File: config.mk
export PLATFORM = sky130hd
export DESIGN_NAME = stct_top
export DESIGN_NICKNAME = d
export VERILOG_FILES = /design/src/common/stct_pkg.sv /design/src/rtl/stct_top.sv
export VERILOG_INCLUDE_DIRS = /design/src /design/src/common
export SDC_FILE = /design/constraint.sdc
export NUM_CORES = 1
export LEC_CHECK = 0
export ABC_AREA = 1
export BUFFER_PORTS_ARGS = -buffer_cell sky130_fd_sc_hd__buf_2
export CAP_MARGIN = 20
export CORE_AREA = 8 8 149 151
export CTS_CLUSTER_DIAMETER = 100
export DETAILED_ROUTE_END_ITERATION = 10
export DIE_AREA = 0 0 157 159
export PLACE_DENSITY_LB_ADDON = 0.2
export SETUP_SLACK_MARGIN = 0.02
export SKIP_LAST_GASP = 1
export SLEW_MARGIN = 20
export SYNTH_ARGS = -nofsm -noshare
export SYNTH_HDL_FRONTEND = slang
export SYNTH_SLANG_ARGS = --single-unit
File: constraint.sdc
create_clock -name core_clk -period 3.75 [get_ports core_clk]
set_input_delay 0.5625 -clock core_clk [delete_from_list [all_inputs] [get_ports core_clk]]
set_output_delay 0.5625 -clock core_clk [all_outputs]
set_load 0.02 [all_outputs]
File: src/common/stct_defines.svh
// Register offsets, field positions and timing constants for the class and protocol timers
`ifndef STCT_DEFINES_SVH
`define STCT_DEFINES_SVH
`define STCT_OFF_CLASS      4'h0
`define STCT_OFF_TXTIME     4'h4
`define STCT_OFF_PTIMER     4'h8
`define STCT_OFF_STATUS     4'hC
`define STCT_RST_CLASS      16'h0000
`define STCT_RST_TXTIME     32'h0000_0000
`define STCT_RST_PTIMER     16'h0000
`define STCT_CNT_HI         15
`define STCT_CNT_LO         12
`define STCT_PRE_HI         11
`define STCT_PRE_LO         8
`define STCT_CON_HI         7
`define STCT_CON_LO         0
`define STCT_CONN_TICK_BIT  5
`endif

File: src/common/stct_pkg.sv
// Types for the class and protocol timers
package stct_pkg;
   typedef enum logic [1:0] {
      STCT_FIRST_SLOT_SETTING   = 2'h0,
      STCT_SECOND_SLOT_SETTING   = 2'h1,
      STCT_FIRST_RANDOM_SETTING = 2'h2,
      STCT_SECOND_RANDOM_SETTING = 2'h3
   } stct_class_t;
   typedef enum logic [2:0] {
      STCT_NONE     = 3'h0,
      STCT_REJECT_TIMEOUT_ERROR   = 3'h1,
      STCT_CONNECTION_TIMEOUT_ERROR  = 3'h2,
      STCT_WAIT_TIMEOUT_ERROR  = 3'h3
   } stct_err_t;
   typedef enum logic [1:0] {
      STCT_IDLE    = 2'b00,
      STCT_BIDDING = 2'b01,
      STCT_WAITACK = 2'b11,
      STCT_LOCKED  = 2'b10
   } stct_state_t;
endpackage : stct_pkg

File: src/rtl/stct_top.sv
// Message classification and switch transmit protocol timers
//
// Summary of operation
// - Sixteen-bit class lookup register holds eight two-bit class fields.
// - Index is lock bit then request type; 000 picks lowest field.
// - Class 00/01 pick slot settings, 10/11 pick random settings.
// - Class 10 takes start and retry criteria from first random setting.
// - Thirty-two-bit timing register: second_random_setting, first_random_setting, second_slot_setting, first_slot_setting from top.
// - Synchronous request forces class 00 and first slot setting.
// - Reject timer is enabled at first attempt of each initial message.
// - While bidding, or awaiting acknowledge with no connection underflow, reject with latched reject underflow aborts, reports reject timeout, tears down.
// - Reject timer is a 4-bit down-counter reloaded from count field.
// - Reject tick on rising edge of rtc low-word bit chosen by prescale.
// - Reject timer reloads every cycle until first bid starts.
// - Reject timeout is count plus one, times two to prescale plus one, microseconds.
// - Connection timer reloads at each first bid; underflow is latched.
// - Connection underflow awaiting acknowledge tears down, reports connection timeout.
// - Connection underflow on locked path after acknowledge tears down, reports wait timeout at next request.
// - Acknowledge and underflow together count as connection timeout.
// - Connection timer is 8-bit, ticks from prescaler bit 5, reloads from field.
// - Connection timeout is field plus one microseconds.
// - Protocol register: count 15:12, prescale 11:8, connection reload 7:0.
//
// Local design decisions: register access over Avalon-MM and the address map.
`timescale 1ns/1ns
`default_nettype none
`include "stct_defines.svh"
module stct_top
   import stct_pkg::*;
(
   input  wire logic        core_clk,
   input  wire logic        reset_n,
   input  wire logic        clk_en,
   input  wire logic [3:0]  avs_address,
   input  wire logic        avs_read,
   input  wire logic        avs_write,
   input  wire logic [31:0] avs_writedata,
   input  wire logic [3:0]  avs_byteenable,
   output logic      [31:0] avs_readdata,
   output logic             avs_waitrequest,
   output logic      [1:0]  avs_response,
   input  wire logic [15:0] rtc_low_word,
   input  wire logic [5:0]  prescaler,
   input  wire logic        req_valid,
   input  wire logic        lock_operation_bit,
   input  wire logic [1:0]  request_type_bits,
   input  wire logic        sync_request,
   input  wire logic        first_bid,
   input  wire logic        switch_reject,
   input  wire logic        msg_ack,
   input  wire logic        path_locked,
   output logic      [1:0]  class_code_q,
   output logic      [7:0]  start_setting_q,
   output logic      [7:0]  retry_setting_q,
   output logic             teardown_q,
   output logic      [2:0]  error_code_q,
   output logic             error_valid_q
);
   logic [15:0] class_lookup_q;
   logic [31:0] tx_timing_q;
   logic [15:0] ptimer_q;
   logic        rd_done_q;
   logic [3:0]  rej_cnt_q;
   logic        rej_unf_q;
   logic [7:0]  conn_cnt_q;
   logic        conn_unf_q;
   logic [15:0] rtc_s1_q;
   logic [15:0] rtc_s2_q;
   logic [5:0]  pre_s1_q;
   logic [5:0]  pre_s2_q;
   logic        rej_bit_q;
   logic        conn_bit_q;
   logic        wait_pend_q;
   stct_state_t state_q;
   logic [2:0]  class_idx;
   logic [1:0]  class_sel;
   logic        rej_bit;
   logic        rej_tick;
   logic        conn_tick;
   logic        rej_run;
   logic        conn_unf_now;
   logic        wr_en;
   logic        rd_en;
   logic [31:0] class_merged;
   logic [31:0] ptimer_merged;

   assign wr_en = clk_en && avs_write;
   assign rd_en = clk_en && avs_read && !rd_done_q;

   // Writes finish at once; reads wait one cycle; everything waits while disabled
   assign avs_waitrequest = clk_en ? (avs_read && !rd_done_q) : (avs_read || avs_write);
   assign avs_response    = 2'h0;

   function automatic logic [31:0] stct_merge(input logic [31:0] old_v,
                                              input logic [31:0] new_v,
                                              input logic [3:0]  be);
      logic [31:0] r;
      r = old_v;
      for (int i = 0; i < 4; i++) begin
         if (be[i]) begin
            r[i*8 +: 8] = new_v[i*8 +: 8];
         end
      end
      return r;
   endfunction : stct_merge

   assign class_merged  = stct_merge({16'h0000, class_lookup_q}, avs_writedata, avs_byteenable);
   assign ptimer_merged = stct_merge({16'h0000, ptimer_q}, avs_writedata, avs_byteenable);

   always_ff @(posedge core_clk or negedge reset_n) begin
      if (!reset_n) begin
         class_lookup_q <= `STCT_RST_CLASS;
         tx_timing_q    <= `STCT_RST_TXTIME;
         ptimer_q       <= `STCT_RST_PTIMER;
      end else if (wr_en) begin
         case (avs_address)
            `STCT_OFF_CLASS: begin
               class_lookup_q <= class_merged[15:0];
            end
            `STCT_OFF_TXTIME: begin
               tx_timing_q <= stct_merge(tx_timing_q, avs_writedata, avs_byteenable);
            end
            `STCT_OFF_PTIMER: begin
               ptimer_q <= ptimer_merged[15:0];
            end
            default: begin
            end
         endcase
      end
   end

   always_ff @(posedge core_clk or negedge reset_n) begin
      if (!reset_n) begin
         rd_done_q    <= 1'b0;
         avs_readdata <= 32'h0000_0000;
      end else if (clk_en) begin
         rd_done_q <= rd_en;
         if (rd_en) begin
            case (avs_address)
               `STCT_OFF_CLASS:  avs_readdata <= {16'h0000, class_lookup_q};
               `STCT_OFF_TXTIME: avs_readdata <= tx_timing_q;
               `STCT_OFF_PTIMER: avs_readdata <= {16'h0000, ptimer_q};
               `STCT_OFF_STATUS: avs_readdata <= {16'h0000, conn_cnt_q, rej_cnt_q,
                                                  wait_pend_q, conn_unf_q, rej_unf_q,
                                                  state_q == STCT_LOCKED};
               default:          avs_readdata <= 32'h0000_0000;
            endcase
         end
      end
   end

   // Classification
   assign class_idx = {lock_operation_bit, request_type_bits};
   assign class_sel = sync_request ? 2'h0 : class_lookup_q[{class_idx, 1'b0} +: 2];

   always_ff @(posedge core_clk or negedge reset_n) begin
      if (!reset_n) begin
         class_code_q    <= 2'h0;
         start_setting_q <= 8'h00;
         retry_setting_q <= 8'h00;
      end else if (clk_en && req_valid) begin
         class_code_q    <= class_sel;
         // Each class uses the same setting for start and retry
         start_setting_q <= tx_timing_q[{class_sel, 3'b000} +: 8];
         retry_setting_q <= tx_timing_q[{class_sel, 3'b000} +: 8];
      end
   end

   // Synchronise the time bases from the clock logic
   always_ff @(posedge core_clk or negedge reset_n) begin
      if (!reset_n) begin
         rtc_s1_q   <= 16'h0000;
         rtc_s2_q   <= 16'h0000;
         pre_s1_q   <= 6'h00;
         pre_s2_q   <= 6'h00;
         rej_bit_q  <= 1'b0;
         conn_bit_q <= 1'b0;
      end else if (clk_en) begin
         rtc_s1_q   <= rtc_low_word;
         rtc_s2_q   <= rtc_s1_q;
         pre_s1_q   <= prescaler;
         pre_s2_q   <= pre_s1_q;
         rej_bit_q  <= rej_bit;
         conn_bit_q <= pre_s2_q[`STCT_CONN_TICK_BIT];
      end
   end

   assign rej_bit   = rtc_s2_q[ptimer_q[`STCT_PRE_HI:`STCT_PRE_LO]];
   assign rej_tick  = rej_bit && !rej_bit_q;
   assign conn_tick = pre_s2_q[`STCT_CONN_TICK_BIT] && !conn_bit_q;

   assign rej_run = state_q != STCT_IDLE;
   assign conn_unf_now = conn_tick && (conn_cnt_q == 8'h00);

   // Protocol sequence
   always_ff @(posedge core_clk or negedge reset_n) begin
      if (!reset_n) begin
         state_q <= STCT_IDLE;
      end else if (clk_en) begin
         case (state_q)
            STCT_IDLE: begin
               if (first_bid) state_q <= STCT_BIDDING;
            end
            STCT_BIDDING: begin
               if (switch_reject && rej_unf_q) begin
                  state_q <= STCT_IDLE;
               end else if (!switch_reject) begin
                  state_q <= STCT_WAITACK;
               end
            end
            STCT_WAITACK: begin
               if (conn_unf_q || conn_unf_now) begin
                  state_q <= STCT_IDLE;
               end else if (switch_reject) begin
                  state_q <= rej_unf_q ? STCT_IDLE : STCT_BIDDING;
               end else if (msg_ack) begin
                  state_q <= path_locked ? STCT_LOCKED : STCT_IDLE;
               end
            end
            STCT_LOCKED: begin
               if (conn_unf_q || conn_unf_now || !path_locked) state_q <= STCT_IDLE;
            end
            default: state_q <= STCT_IDLE;
         endcase
      end
   end

   always_ff @(posedge core_clk or negedge reset_n) begin
      if (!reset_n) begin
         rej_cnt_q <= 4'h0;
         rej_unf_q <= 1'b0;
      end else if (clk_en) begin
         if (!rej_run && !first_bid) begin
            rej_cnt_q <= ptimer_q[`STCT_CNT_HI:`STCT_CNT_LO];
            rej_unf_q <= 1'b0;
         end else if (rej_tick) begin
            rej_cnt_q <= rej_cnt_q - 4'h1;
            if (rej_cnt_q == 4'h0) rej_unf_q <= 1'b1;
         end
      end
   end

   always_ff @(posedge core_clk or negedge reset_n) begin
      if (!reset_n) begin
         conn_cnt_q <= 8'h00;
         conn_unf_q <= 1'b0;
      end else if (clk_en) begin
         if (first_bid) begin
            conn_cnt_q <= ptimer_q[`STCT_CON_HI:`STCT_CON_LO];
            conn_unf_q <= 1'b0;
         end else if (conn_tick) begin
            conn_cnt_q <= conn_cnt_q - 8'h01;
            if (conn_cnt_q == 8'h00) conn_unf_q <= 1'b1;
         end
      end
   end

   // Error reporting and teardown
   always_ff @(posedge core_clk or negedge reset_n) begin
      if (!reset_n) begin
         teardown_q    <= 1'b0;
         error_code_q  <= STCT_NONE;
         error_valid_q <= 1'b0;
         wait_pend_q   <= 1'b0;
      end else if (clk_en) begin
         teardown_q    <= 1'b0;
         error_valid_q <= 1'b0;
         if ((state_q == STCT_BIDDING || state_q == STCT_WAITACK) && switch_reject
             && rej_unf_q && !(state_q == STCT_WAITACK && (conn_unf_q || conn_unf_now))) begin
            teardown_q    <= 1'b1;
            error_code_q  <= STCT_REJECT_TIMEOUT_ERROR;
            error_valid_q <= 1'b1;
         end else if (state_q == STCT_WAITACK && (conn_unf_q || conn_unf_now)) begin
            teardown_q    <= 1'b1;
            error_code_q  <= STCT_CONNECTION_TIMEOUT_ERROR;
            error_valid_q <= 1'b1;
         end else if (state_q == STCT_LOCKED && (conn_unf_q || conn_unf_now)) begin
            teardown_q  <= 1'b1;
            wait_pend_q <= 1'b1;
         end else if (wait_pend_q && req_valid) begin
            error_code_q  <= STCT_WAIT_TIMEOUT_ERROR;
            error_valid_q <= 1'b1;
            wait_pend_q   <= 1'b0;
         end
      end
   end

   property p_sync_class;
      @(posedge core_clk) disable iff (!reset_n)
      clk_en && req_valid && sync_request |=> class_code_q == 2'h0
         && start_setting_q == $past(tx_timing_q[7:0]);
   endproperty
   a_sync_class: assert property (p_sync_class) else $error("sync not class 0");

   property p_rej_reload;
      @(posedge core_clk) disable iff (!reset_n)
      clk_en && state_q == STCT_IDLE && !first_bid |=> !rej_unf_q;
   endproperty
   a_rej_reload: assert property (p_rej_reload) else $error("reject flag not cleared");

   property p_rej_err;
      @(posedge core_clk) disable iff (!reset_n)
      clk_en && (state_q == STCT_BIDDING || state_q == STCT_WAITACK) && switch_reject
         && rej_unf_q && !conn_unf_q && !conn_unf_now
         |=> error_valid_q && error_code_q == STCT_REJECT_TIMEOUT_ERROR && teardown_q;
   endproperty
   a_rej_err: assert property (p_rej_err) else $error("reject timeout missed");

   property p_conn_reload;
      @(posedge core_clk) disable iff (!reset_n)
      clk_en && first_bid |=> conn_cnt_q == $past(ptimer_q[7:0]) && !conn_unf_q;
   endproperty
   a_conn_reload: assert property (p_conn_reload) else $error("conn reload wrong");

   property p_conn_err;
      @(posedge core_clk) disable iff (!reset_n)
      clk_en && state_q == STCT_WAITACK && (conn_unf_q || conn_unf_now)
         |=> error_code_q == STCT_CONNECTION_TIMEOUT_ERROR && error_valid_q && teardown_q;
   endproperty
   a_conn_err: assert property (p_conn_err) else $error("conn timeout missed");

   property p_race;
      @(posedge core_clk) disable iff (!reset_n)
      clk_en && state_q == STCT_WAITACK && msg_ack && conn_unf_now && !switch_reject
         |=> error_code_q == STCT_CONNECTION_TIMEOUT_ERROR && error_valid_q && state_q == STCT_IDLE;
   endproperty
   a_race: assert property (p_race) else $error("race not conn timeout");

   property p_wait_timeout_error;
      @(posedge core_clk) disable iff (!reset_n)
      clk_en && state_q == STCT_LOCKED && (conn_unf_q || conn_unf_now)
         |=> wait_pend_q && teardown_q && !error_valid_q;
   endproperty
   a_wait_timeout_error: assert property (p_wait_timeout_error) else $error("wait timeout not pending");

   property p_conn_dec;
      @(posedge core_clk) disable iff (!reset_n)
      clk_en && conn_tick && !first_bid |=> conn_cnt_q == $past(conn_cnt_q) - 8'h01;
   endproperty
   a_conn_dec: assert property (p_conn_dec) else $error("conn count wrong");

   c_reject_timeout_error:  cover property (@(posedge core_clk) error_code_q == STCT_REJECT_TIMEOUT_ERROR);
   c_connection_timeout_error: cover property (@(posedge core_clk) error_code_q == STCT_CONNECTION_TIMEOUT_ERROR);
   c_wait_timeout_error: cover property (@(posedge core_clk) error_code_q == STCT_WAIT_TIMEOUT_ERROR);
endmodule : stct_top
`default_nettype wire

# ---- Yosys cells after proc, flatten, opt, wreduce, memory -nomap -nowiden
# Index checks and enable logic that the tools add are counted.
dict set report word_totals {
  in_bits 76
  wordCells 137
  ff_bits 175
  out_inout_bits 58
}
dict set report op_classes {
  shifts 2
  addsub 2
  n_reduce_logical 54
  n_bitwise 2
  eq_ne 11
  n_lt_le_gt_ge 1
  n_mux 38
}
# operator n
set ops {}
lappend ops {{one-hot mux 32 bit (4 select lines)} 1}
lappend ops {{AND reduction 3 bit} 11}
lappend ops {{indexed part select 32 x 6 -> 8 bit} 1}
lappend ops {{2-to-1 mux 1 bit} 18}
lappend ops {{2-to-1 mux 2 bit} 9}
lappend ops {{logical AND 1 bit} 16}
lappend ops {{2-to-1 mux 8 bit} 2}
lappend ops {{indexed part select 16 x 5 -> 2 bit} 1}
lappend ops {{2-to-1 mux 3 bit} 4}
lappend ops {{nonzero test 2 bit} 6}
lappend ops {{== test 4 bit, second input constant} 2}
lappend ops {{zero test 4 bit} 2}
lappend ops {{zero test 8 bit} 1}
lappend ops {{2-to-1 mux 4 bit} 2}
lappend ops {{one-hot mux 2 bit (4 select lines)} 1}
lappend ops {{subtractor 8 x 1 -> 8 bit, second input constant} 1}
lappend ops {{zero test 1 bit} 7}
lappend ops {{!= test 3 bit, second input constant} 2}
lappend ops {{AND reduction 2 bit} 3}
lappend ops {{less-than comparator 4 x 5 -> 1 bit, second input constant} 1}
lappend ops {{AND reduction 5 bit} 1}
lappend ops {{binary-select mux 1 bit (select 4 bit)} 1}
lappend ops {{== test 2 bit, second input constant} 2}
lappend ops {{== test 4 x 3 -> 1 bit, second input constant} 1}
lappend ops {{9 further kinds} 14}

# ---- Logic depth before layout (Yosys ltp)
dict set report depth {
  word_depth 9
  depth_mapped 14
  mapped_depth_nobuf 14
}

# ---- Worst setup path before layout
# Ideal clock, no wire load.
dict set report synth_timing {
  kind {in2out}
  startpoint {input port clk_en}
  endpoint {output port avs_waitrequest}
  path_slack_ps 1668
  path_buffers 2
  t_required_ps 3188
  path_stages 6
  arrival_ps 1519
  path_cell_list {inv_2 > nor3_1 > inv_1 > clkbuf_1 > clkbuf_1 > nand2_1}
}
dict set report synth_via {
  elab_chain_cells 1
}
# item line_no
set synth_rtl {}
lappend synth_rtl {{start, declared} stct_top.sv:33} ;# input wire logic clk_en,
lappend synth_rtl {{2-to-1 mux 1 bit} stct_top.sv:91} ;# assign avs_waitrequest = clk_en ? (avs_read && !rd_done_q) : (avs_read || avs_write);
lappend synth_rtl {{end, declared} stct_top.sv:40} ;# output logic avs_waitrequest,
# No other way between the ends.

# ---- Final worst setup path
dict set report layout_timing {
  startpoint {input port avs_address[1]}
  endpoint {register ptimer_q[2]}
}
dict set report layout_via {
  elab_chain_cells 2
}
# item line_no
set layout_rtl {}
lappend layout_rtl {{start, declared} stct_top.sv:34} ;# input wire logic [3:0] avs_address,
lappend layout_rtl {{== test 4 bit} stct_top.sv:116} ;# case (avs_address)
lappend layout_rtl {{AND reduction 3 bit (no line)} --}
lappend layout_rtl {{end signal, assigned} stct_top.sv:114} ;# ptimer_q <= `STCT_RST_PTIMER;
lappend layout_rtl {{end signal, assigned} stct_top.sv:124} ;# ptimer_q <= ptimer_merged[15:0];
lappend layout_rtl {{end, declared} stct_top.sv:61} ;# logic [15:0] ptimer_q;
# No other way between the ends.
# A chain may end at the register's enable or synchronous reset.

==> flow_metrics.tcl <==
set metrics [dict create \
    cpLargestDelayFamily "simple AND/OR/NAND/NOR gates" \
    tightest_slew_ps 857.8 \
    ctsResizeCount 0 \
    yosysMostFrequentCell "nand2_1" \
    root_buffer "clkbuf_16" \
    internal_power_mw 3.373 \
    final.setup.tns_ps 0 \
    end_kind "flop" \
    viasPerCell 4.951 \
    fillers 2078 \
    initial_core_util 0.3921 \
    status "finished, final reports clean" \
    slew_viol_final 0 \
    period_share 0.5530 \
    nNetsFinal 1128 \
    cts_made_buffers 17 \
    synth.cell_area_um2 7780 \
    grt_usage 0.1819 \
    ys_ff_latch 164 \
    ys_top_cells_by_area "dfrtp_1 (53%), nand2_1 (14%), inv_1 (5.4%)" \
    syn_inst 947 \
    cp_slowest_cell "nor3_4" \
    synthFlopType "dfrtp_1" \
    p_leak_nw 4.686 \
    fin_crit_ps 2074 \
    antenna_cells 0 \
    pwr_density_cell_nw_per_um2 541.1 \
    required_ps 4050 \
    multi_input_area_um2 2959 \
    ys_seq_area_frac 0.5275 \
    max-cap-violations 0 \
    synth_edf_count 0 \
    yosysTopAreaCellShare 0.5275 \
    relSlewSlack 0.4282 \
    rsz0062_at_grt "false" \
    chipWidth_um 157 \
    finalHoldViolations 0 \
    final_cells 1333 \
    syn2layout_area_growth_pct 17.71 \
    cts_setup_buffers 0 \
    drt-initial-drc-count 475 \
    ir_drop_mv 0.3299 \
    p_sw_frac 0.3193 \
    ys_warn_count 0 \
    power_mw 4.955 \
    ff_latch_area_um2 4104 \
    setup-violations-final 0 \
    grt_overflow 0 \
    cts_max_level 4 \
    gp_congestion 0.8860 \
    die-area_um2 24960 \
    dp_cells 1301 \
    finalWirelength_um 21880 \
    seqPwrFrac 0.445 \
    clkLatencyLatePin_ps 430 \
    grt_max_degree 91 \
    power_frac_comb 0.197 \
    wire_per_inst_um 16.42 \
    fp.dieH_um 159 \
    vias 6600 \
    p_sw_mw 1.582 \
    clkTransAtPathRegs_ps 70 \
    clkPwrFrac 0.358 \
    antenna_left 0 \
    crit_buf_inv 2 \
    cts_num_sinks 164 \
    crit_arrival_ps 2370 \
    port_buffers 125 \
    critPathKind "primary input to flop" \
    holdCritPathClass "primary input to async pin" \
    grt_pass1_vias 6579 \
    antenna_found_initial 1 \
    remaining_drc_errors 0 \
    core_um2 19840 \
    finClkSkew_ps 8.116 \
    crit_chain "buf_2, nor2_2, inv_2, nor3_4, nand2_1, nand2_1, o21ai_1" \
    cp_common_cell "nand2_1" \
    drive_gt1_frac 0.1872 \
    ios 134 \
    syn-mean-instance-area_um2 8.215 \
    cts_tree "done" \
    drt_first_pass_iters 5 \
    synth_top_area_cell "dfrtp_1" \
    grt_pass1_wl_um 35770 \
    path_max_fanout 18 \
    synth_cell_types 39 \
    max_freq_mhz 482.2 \
    start_kind "primary input" \
    synthTopCellsByCount "nand2_1 (290), dfrtp_1 (164), inv_1 (111)" \
    dp_hpwl_um 16380 \
    rows 52 \
    cts.hold.buffers_added 0 \
    clockBufferDepth 2 \
    async_flop_share 1.000 \
    slowest_delay_ps 590 \
]
[stage by stage]
stage	util	hold slack (ps)	cell area (µm²)	worst slack [ps]
floorplan	-	266.9	7787	1668
global placement	0.4311	457.2	8556	1270
CTS	0.4615	248.7	9158	1709
detailed placement	0.4311	454.7	8556	1255
global route	0.4615	289.2	9158	1553
finish	0.4615	218.7	9158	1676
[placed cells by master (no fill, tap or decap), drive strengths merged, types with 2 or more instances in the layout]
master	netlist	final
inv	118	121
a221oi	15	15
ha	2	2
clkinv	0	6
o211ai	6	6
nor2	33	33
dfrtp	164	164
o21ai	113	113
nand2	302	302
buf	27	134
o22ai	10	10
clkinvlp	0	2
nor3	5	5
a21oi	27	27
bufinv	0	2
clkbuf	25	19
nand4	21	21
o31ai	16	16
nand3	53	53
conb	1	3
[cells by family after synthesis]
group | synth area share
and+or+nand+nor | 0.2293
AOI/OAI and AO/OA | 0.1441
xor gates and xnor gates | 0.002252
DFF | 0.5275
buffers and inverters | 0.09312
other | 0.0004820
adders and majority gates | 0.003216
[area by class of cell]
cell class,instances,share of cell area
multi-input cells,615,0.3231
flip-flops and latches,164,0.4481
well taps,270,0.03689
repair buffers,134,0.07774
clock buffers,19,0.04946
clock inverters,13,0.01626
inverters,118,0.04837
[registers in the layout, summed over array words and instances (netlist names), 4 cells and up]
signal,flops
rej_cnt_q,4
rtc_s2_q,16
rtc_s1_q,16
ptimer_q,16
conn_cnt_q,8
retry_setting_q,8
tx_timing_q,32
class_lookup_q,16
avs_readdata,32
[power by group through the flow]
stage / registers [mW] / logic, mW / clock network [mW]
after floorplan: 2.23 / 0.632 / 0
after detailed placement: 2.23 / 0.986 / 0
after global placement: 2.23 / 0.966 / 0
after CTS: 2.20 / 0.989 / 1.81
final: 2.20 / 0.977 / 1.77
after global routing: 2.24 / 1.12 / 1.89
[final timing paths]
path	startpoint	end	slack, ps	cells past startpoint
worst max-delay path	avs_address[1]	ptimer_q[2]	1680	7
worst min-delay path	reset_n	state_q[1]	220	1
worst max register to register	ptimer_q[8]	rej_cnt_q[3]	1830	9
worst min register to register	error_code_q[0]	error_code_q[0]	470	2
max in group asynchronous	reset_n	avs_readdata[5]	2720	2
min in group core_clk	rtc_low_word[4]	rtc_s1_q[4]	330	3
[routing by layer]
layer | vias up | wire length, µm | global-route usage
met5 | - | 10 | 0
li1 | 3288 | - | -
met3 | 32 | 1235 | 0.04343
met1 | 3109 | 10450 | 0.2557
met2 | 169 | 9758 | 0.2711
met4 | 2 | 432 | 0.05638
Note: power is estimated with default switching activity, not from simulation.
